## src/rtl/pdc_pkg.sv

```systemverilog
package pdc_pkg;
   // ***************************************************
   // register placement
   // ***************************************************
   localparam logic [11:0] PDC_DEVCTL_OFFSET = 12'h078;
   localparam logic [15:0] PDC_DEVCTL_RESET = 16'h2000;
   // bits software may change; the rest read as fixed zero
   localparam logic [15:0] PDC_DEVCTL_WMASK = 16'hF4EF;
   // ***************************************************
   // field positions
   // ***************************************************
   localparam int PDC_RETRY_BIT = 15;
   localparam int PDC_RRS_MSB = 14;
   localparam int PDC_RRS_LSB = 12;
   localparam int PDC_NOSNOOP_BIT = 11;
   localparam int PDC_AUX_BIT = 10;
   localparam int PDC_PHANTOM_BIT = 9;
   localparam int PDC_WIDETAG_BIT = 8;
   localparam int PDC_PAY_MSB = 7;
   localparam int PDC_PAY_LSB = 5;
   localparam int PDC_RELAX_BIT = 4;
   localparam int PDC_UR_BIT = 3;
   localparam int PDC_FATAL_BIT = 2;
   localparam int PDC_NONFATAL_BIT = 1;
   localparam int PDC_COR_BIT = 0;
   // ***************************************************
   // sizes and timing
   // ***************************************************
   localparam int PDC_SIZE_W = 13;
   localparam logic [12:0] PDC_SIZE_BASE = 13'h0080;
   localparam logic [2:0] PDC_SIZE_MAX_CODE = 3'h5;
   localparam int PDC_CLK_PERIOD_NS = 4;
   localparam int PDC_FWD_TIMEOUT_NS = 1000;
   localparam int PDC_FWD_TIMEOUT_CYCLES =
      (PDC_FWD_TIMEOUT_NS + PDC_CLK_PERIOD_NS - 1) / PDC_CLK_PERIOD_NS;

   // reserved codes fall back to the smallest size, the only safe choice
   function automatic logic [12:0] pdc_size_bytes(input logic [2:0] code);
      logic [12:0] bytes;
      bytes = PDC_SIZE_BASE;
      if (code <= PDC_SIZE_MAX_CODE)
      begin
         bytes = PDC_SIZE_BASE << code;
      end
      return bytes;
   endfunction
endpackage

```

## src/rtl/pdc_device_control.sv

```systemverilog
// Summary of operation
// retry enable: timed-out forwarded config gets retry
// retry disabled, reset zero: never retry status
// read request size field, reset 512 bytes
// read fetch length follows request size field
// payload size field caps writes, completions
// no snoop reads zero, never set
// aux power bit stored, no effect
// phantom function bit reads zero
// wide tag bit reads zero
// relaxed ordering bit reads zero
// unsupported request reported nonfatal when enabled
// fatal events reported when enabled
// nonfatal events reported when enabled
// correctable events reported when enabled
// register at 78h, reset 2000h
// internal counter times forwarded config requests
`timescale 1ns/100ps
`default_nettype none
module pdc_device_control #(
   parameter int TIMEOUT_CYCLES = pdc_pkg::PDC_FWD_TIMEOUT_CYCLES
) (
   input wire logic i_ref_clk,
   input wire logic i_reset_n,
   input wire logic [11:0] i_cfg_addr,
   input wire logic i_cfg_wr_en,
   input wire logic [1:0] i_cfg_byte_en,
   input wire logic [15:0] i_cfg_wdata,
   input wire logic i_cfg_rd_en,
   output logic [15:0] o_cfg_rdata,
   output logic o_cfg_rd_valid,
   input wire logic i_fwd_start,
   input wire logic i_fwd_done,
   output logic o_fwd_busy,
   output logic o_retry_cpl,
   output logic [2:0] o_read_request_size_limit,
   output logic [12:0] o_read_req_bytes,
   output logic [2:0] o_payload_size_limit,
   output logic [12:0] o_payload_bytes,
   output logic o_no_snoop_attr,
   input wire logic i_unsupported_req,
   input wire logic i_fatal_event,
   input wire logic i_nonfatal_event,
   input wire logic i_correctable_event,
   output logic o_msg_fatal,
   output logic o_msg_nonfatal,
   output logic o_msg_cor
);
   import pdc_pkg::*;

   logic [15:0] devctl_q;
   logic [15:0] devctl_d;
   logic wr_hit;
   logic rd_hit;
   logic fwd_expire;
   logic retry_en;

   // ***************************************************
   // configuration access
   // ***************************************************
   assign wr_hit = i_cfg_wr_en && (i_cfg_addr == PDC_DEVCTL_OFFSET);
   assign rd_hit = i_cfg_rd_en && (i_cfg_addr == PDC_DEVCTL_OFFSET);

   always_comb
   begin
      devctl_d = devctl_q;
      if (i_cfg_byte_en[0])
      begin
         devctl_d[7:0] = i_cfg_wdata[7:0];
      end
      if (i_cfg_byte_en[1])
      begin
         devctl_d[15:8] = i_cfg_wdata[15:8];
      end
      // fixed-zero bits never take a write
      devctl_d = devctl_d & PDC_DEVCTL_WMASK;
   end

   always_ff @(posedge i_ref_clk)
   begin
      if (!i_reset_n)
      begin
         devctl_q <= PDC_DEVCTL_RESET;
      end
      else if (wr_hit)
      begin
         devctl_q <= devctl_d;
      end
   end

   // unmapped offsets read zero so the caller always gets an answer
   always_ff @(posedge i_ref_clk)
   begin
      if (!i_reset_n)
      begin
         o_cfg_rdata <= 16'h0000;
         o_cfg_rd_valid <= 1'b0;
      end
      else
      begin
         o_cfg_rd_valid <= i_cfg_rd_en;
         if (rd_hit)
         begin
            o_cfg_rdata <= devctl_q;
         end
         else
         begin
            o_cfg_rdata <= 16'h0000;
         end
      end
   end

   // ***************************************************
   // size limits
   // ***************************************************
   always_ff @(posedge i_ref_clk)
   begin
      if (!i_reset_n)
      begin
         o_read_request_size_limit <= PDC_DEVCTL_RESET[PDC_RRS_MSB:PDC_RRS_LSB];
         o_read_req_bytes <= pdc_size_bytes(PDC_DEVCTL_RESET[PDC_RRS_MSB:PDC_RRS_LSB]);
         o_payload_size_limit <= PDC_DEVCTL_RESET[PDC_PAY_MSB:PDC_PAY_LSB];
         o_payload_bytes <= pdc_size_bytes(PDC_DEVCTL_RESET[PDC_PAY_MSB:PDC_PAY_LSB]);
      end
      else
      begin
         o_read_request_size_limit <= devctl_q[PDC_RRS_MSB:PDC_RRS_LSB];
         o_read_req_bytes <= pdc_size_bytes(devctl_q[PDC_RRS_MSB:PDC_RRS_LSB]);
         o_payload_size_limit <= devctl_q[PDC_PAY_MSB:PDC_PAY_LSB];
         o_payload_bytes <= pdc_size_bytes(devctl_q[PDC_PAY_MSB:PDC_PAY_LSB]);
      end
   end

   assign o_no_snoop_attr = 1'b0;

   // ***************************************************
   // configuration retry
   // ***************************************************
   pdc_fwd_timer #(
      .TIMEOUT_CYCLES(TIMEOUT_CYCLES)
   ) u_fwd_timer (
      .i_ref_clk(i_ref_clk),
      .i_reset_n(i_reset_n),
      .i_start(i_fwd_start),
      .i_done(i_fwd_done),
      .o_busy(o_fwd_busy),
      .o_expire(fwd_expire)
   );

   assign retry_en = devctl_q[PDC_RETRY_BIT];

   always_ff @(posedge i_ref_clk)
   begin
      if (!i_reset_n)
      begin
         o_retry_cpl <= 1'b0;
      end
      else
      begin
         o_retry_cpl <= fwd_expire && retry_en;
      end
   end

   // ***************************************************
   // error messages
   // ***************************************************
   always_ff @(posedge i_ref_clk)
   begin
      if (!i_reset_n)
      begin
         o_msg_fatal <= 1'b0;
         o_msg_nonfatal <= 1'b0;
         o_msg_cor <= 1'b0;
      end
      else
      begin
         o_msg_fatal <= i_fatal_event && devctl_q[PDC_FATAL_BIT];
         // unsupported requests share the nonfatal message
         o_msg_nonfatal <= (i_unsupported_req && devctl_q[PDC_UR_BIT])
            || (i_nonfatal_event && devctl_q[PDC_NONFATAL_BIT]);
         o_msg_cor <= i_correctable_event && devctl_q[PDC_COR_BIT];
      end
   end
endmodule
`default_nettype wire

```

## src/rtl/pdc_fwd_timer.sv

```systemverilog
`timescale 1ns/100ps
`default_nettype none
module pdc_fwd_timer #(
   parameter int TIMEOUT_CYCLES = pdc_pkg::PDC_FWD_TIMEOUT_CYCLES
) (
   input wire logic i_ref_clk,
   input wire logic i_reset_n,
   input wire logic i_start,
   input wire logic i_done,
   output logic o_busy,
   output logic o_expire
);
   import pdc_pkg::*;
   localparam int CNT_W = $clog2(TIMEOUT_CYCLES + 1);
   localparam logic [CNT_W-1:0] LAST = CNT_W'(TIMEOUT_CYCLES - 1);

   typedef enum logic [2:0] {
      PDC_IDLE = 3'h1,
      PDC_WAIT = 3'h2,
      PDC_HOLD = 3'h4
   } pdc_tmr_state_type;

   pdc_tmr_state_type state_q;
   logic [CNT_W-1:0] cnt_q;

   // ***************************************************
   // forwarding watch
   // ***************************************************
   always_ff @(posedge i_ref_clk)
   begin
      if (!i_reset_n)
      begin
         state_q <= PDC_IDLE;
      end
      else
      begin
         case (state_q)
            PDC_IDLE:
            begin
               if (i_start)
               begin
                  state_q <= PDC_WAIT;
               end
            end
            PDC_WAIT:
            begin
               if (i_done)
               begin
                  state_q <= PDC_IDLE;
               end
               else if (cnt_q == LAST)
               begin
                  state_q <= PDC_HOLD;
               end
            end
            // expired; wait for the secondary side to finish before rearming
            PDC_HOLD:
            begin
               if (i_done)
               begin
                  state_q <= PDC_IDLE;
               end
            end
            default:
            begin
               state_q <= PDC_IDLE;
            end
         endcase
      end
   end

   always_ff @(posedge i_ref_clk)
   begin
      if (!i_reset_n)
      begin
         cnt_q <= '0;
      end
      else if (state_q == PDC_WAIT && !i_done)
      begin
         cnt_q <= cnt_q + CNT_W'(1);
      end
      else
      begin
         cnt_q <= '0;
      end
   end

   always_ff @(posedge i_ref_clk)
   begin
      if (!i_reset_n)
      begin
         o_expire <= 1'b0;
      end
      else
      begin
         o_expire <= (state_q == PDC_WAIT) && !i_done && (cnt_q == LAST);
      end
   end

   assign o_busy = (state_q != PDC_IDLE);
endmodule
`default_nettype wire

```

## config.mk

```make
export PLATFORM = sky130hd
export DESIGN_NAME = pdc_device_control
export DESIGN_NICKNAME = d
export VERILOG_FILES = /design/src/rtl/pdc_pkg.sv /design/src/rtl/pdc_device_control.sv /design/src/rtl/pdc_fwd_timer.sv
export SDC_FILE = /design/constraint.sdc
export NUM_CORES = 1
export LEC_CHECK = 0
export BUFFER_PORTS_ARGS = -buffer_cell sky130_fd_sc_hd__buf_2
export CORE_MARGIN = 2
export CORE_UTILIZATION = 50
export DETAILED_ROUTE_END_ITERATION = 6
export PLACE_DENSITY_LB_ADDON = 0.15
export REMOVE_ABC_BUFFERS = 1
export SYNTH_ARGS = -nofsm -noshare
export SYNTH_HDL_FRONTEND = slang
export SYNTH_SLANG_ARGS = --single-unit
```

## constraint.sdc

```tcl
create_clock -name i_ref_clk -period 4.35 [get_ports i_ref_clk]
set_input_delay 0.435 -clock i_ref_clk [delete_from_list [all_inputs] [get_ports i_ref_clk]]
set_output_delay 0.435 -clock i_ref_clk [all_outputs]
set_load 0.01 [all_outputs]
```

==> flow_metrics.env <==
export IMPL_status="complete, no violations"
export IMPL_drv_cap=0
export IMPL_syn_area_sq_um=2140
export IMPL_grt_overflow_total=0
export IMPL_grtUsageMet2=0.284
export IMPL_cts_setup_buffers=0
export IMPL_skew_ps=7.02
export IMPL_synth_most_common_cell="dfxtp_1"
export IMPL_rows=23
export IMPL_cts_buffer_depth=2
export IMPL_synth_top_area_share=0.551
export IMPL_rsz0062_at_grt="no"
export IMPL_core_sq_um=4060
export IMPL_syn_area_per_cell_sq_um=10.1
export IMPL_grt_pass1_vias=1469
export IMPL_die_area_sq_um=4830
export IMPL_tightest_slew_ps=832
export IMPL_timing_rr_start="u_fwd_timer.state_q[0]$_SDFFE_PN1P_"
export IMPL_cp_data_required_time_ps=4610
export IMPL_ys_top_cells_by_area="dfxtp_1, buf_4, mux2i_1"
export IMPL_max_slew_margin=0.444
export IMPL_cts_resized_gates=0
export IMPL_wirelength_microns=3850
export IMPL_synth_common_cells="dfxtp_1, nand2_1, buf_4"
export IMPL_cts_buffers=9
export IMPL_met3_usage=0.0785
export IMPL_synthDistinctLibCells=31
export IMPL_drtIter0Drc=74
export IMPL_die_x_microns=69.5
export IMPL_r2r_setup_slack_ps=3050
export IMPL_start_kind="input pin"
export IMPL_hold_slack_ps=345
export IMPL_synth_warnings=0
export IMPL_crit_path_max_fanout=12
export IMPL_worstReg2RegEnd="u_fwd_timer.state_q[1]$_SDFFE_PN0P_"
export IMPL_cp_arrival_ps=2110
export IMPL_fin_crit_sh=0.426
export IMPL_critPathKind="in -> reg"
export IMPL_ys_ff_latch=59
export IMPL_maxSlewViolCount=0
export IMPL_cp_end_kind="flop"
export IMPL_hold_buffers=0
export IMPL_antenna_cells=0
export IMPL_clock_latency_ps=320
export IMPL_antenna_found_initial=0
export IMPL_die_h_microns=69.5
export IMPL_p_leak_nw=1.28
export IMPL_finalSetupViolCount=0
export IMPL_wire_per_inst_microns=11.2
export IMPL_async_flop_share=0
export IMPL_slowest_stage="nor4b_2"
export IMPL_io_buffers=71
export IMPL_grtUsageTotal=0.170
export IMPL_irDropWorstVdd_v=0.000275
export IMPL_num_vias=1605
export IMPL_synth_top_cell_by_area="dfxtp_1"
export IMPL_ant_nets=0
export IMPL_fmax_mhz=540
export IMPL_routed_via_density=4.69
export IMPL_cp_startpoint="i_cfg_addr[9]"
export IMPL_synthCells=212
export IMPL_crit_chain="buf_2 > or4_4 > nor4b_2 > and2_1"
export IMPL_nets=329
export IMPL_pin_count=95
export IMPL_reg2reg_depth=3
export IMPL_utilization=0.663
export IMPL_yosysSeqAreaShare=0.551
export IMPL_synthFlopType="dfxtp_1"
export IMPL_grt_busiest_layer="met2"
export IMPL_hold_path_startpoint="i_cfg_rd_en"
export IMPL_drc_errors=0
export IMPL_grt_pass1_wl_microns=6360
export IMPL_dr_pass1_iters=4
export IMPL_place_congestion=0.751
export IMPL_hold_path_class="in -> reg"
export IMPL_hold_violations=0
export IMPL_power_density_nw_per_um2=422
export IMPL_htree_levels=3
export IMPL_cts_clk_slew_worst_paths_ps=60
export IMPL_area_growth_pct=25.5
export IMPL_crit_path_max_incr_delay_ps=780
export IMPL_whs_path_depth=2
export IMPL_cts_root_buf="clkbuf_8"
export IMPL_drive_above_1_share=0.322
export IMPL_grt_max_degree=35
export IMPL_tritoncts="built"
export IMPL_post_route_min_period_ps=1850
export IMPL_cts_num_sinks=59
export IMPL_synth_edf_count=0
export IMPL_start_util=0.528
export IMPL_holdPathEnd="o_cfg_rd_valid$_SDFF_PN0_"
export IMPL_grtUsageMet1=0.182
export IMPL_dpl_hpwl_microns=2810
export IMPL_setup_tns_ps=0
-- flip-flops by register name, summed over array words and instances, names as in the netlist --
register                   flops
devctl_q                      12
o_cfg_rdata                   12
u_fwd_timer.cnt_q              8
o_payload_bytes                6
o_read_req_bytes               6
o_payload_size_limit           3
o_read_request_size_limit      3
u_fwd_timer.state_q            3
o_cfg_rd_valid                 1
o_msg_cor                      1
o_msg_fatal                    1
o_msg_nonfatal                 1
o_retry_cpl                    1
u_fwd_timer.o_expire           1
-- metrics by stage --
step / total power [W] / setup WS (ps) / std cells / instance area [sq um]
after floorplan: 0.000574 / 2510 / 205 / 2050
after global placement: 0.000597 / 2150 / 326 / 2460
after detailed placement: 0.000598 / 2130 / 326 / 2460
after CTS: 0.00114 / 2450 / 342 / 2690
after global routing: 0.00118 / 2380 / 342 / 2690
final: 0.00113 / 2500 / 342 / 2690
-- critical path: cells and delay by family --
family	cells	cell delay, ps
simple gates	3	1580
buf+inv	1	90
-- logic make-up after synthesis --
kind of cell / share of synthesized area
adder cells (fa/ha/maj): 0.0117
flip-flops: 0.551
XOR/XNOR: 0.0123
multiplexers: 0.0560
buffers and inverters: 0.0911
other: 0.00175
AND/OR/NAND/NOR: 0.246
AO/OA/AOI/OAI: 0.0298
-- area by class of cell --
type,instances,area (sq um)
Fill cell,341,1370
Sequential cell,59,1180
Multi-Input combinational cell,138,835
Timing Repair Buffer,71,355
Clock buffer,11,151
Clock inverter,5,75.1
Tap cell,50,62.6
Inverter,8,30.0
-- power breakdown --
group | leakage, nW | internal (W) | total (W) | switching [W]
clock | 0.119 | 0.000351 | 0.000549 | 0.000199
combinational | 0.685 | 0.0000183 | 0.0000416 | 0.0000233
sequential | 0.476 | 0.000542 | 0.000544 | 0.00000161
-- per-layer routing --
metal	share of wire	vias up
met1	0.40	721
met2	0.49	60
met3	0.090	6
met4	0.014	0
met5	0	-
li1	-	818
-- worst max path at each step --
stage / slack (ps) / cells past startpoint / endpoint
floorplan: 2510 / 3 / devctl_q[0]$_SDFFE_PN0P_
global placement: 2150 / 4 / o_cfg_rdata[6]$_SDFF_PN0_
detailed placement: 2130 / 4 / o_cfg_rdata[1]$_SDFF_PN0_
CTS: 2450 / 4 / o_cfg_rdata[1]$_SDFF_PN0_
global route: 2380 / 4 / o_cfg_rdata[6]$_SDFF_PN0_
finish: 2500 / 4 / o_cfg_rdata[1]$_SDFF_PN0_
-- layout by cell type, fill, tap and decap left out, drive strengths merged, types with 4 or more instances in the layout --
master,count
a21oi,5
and2,13
and3,4
buf,71
clkbuf,11
conb,19
dfxtp,59
inv,8
mux2i,12
nand2,29
nand3,4
nor2,6
nor2b,4
nor3,9
o21ai,5
or3,5
(Power assumes the default switching activity.)
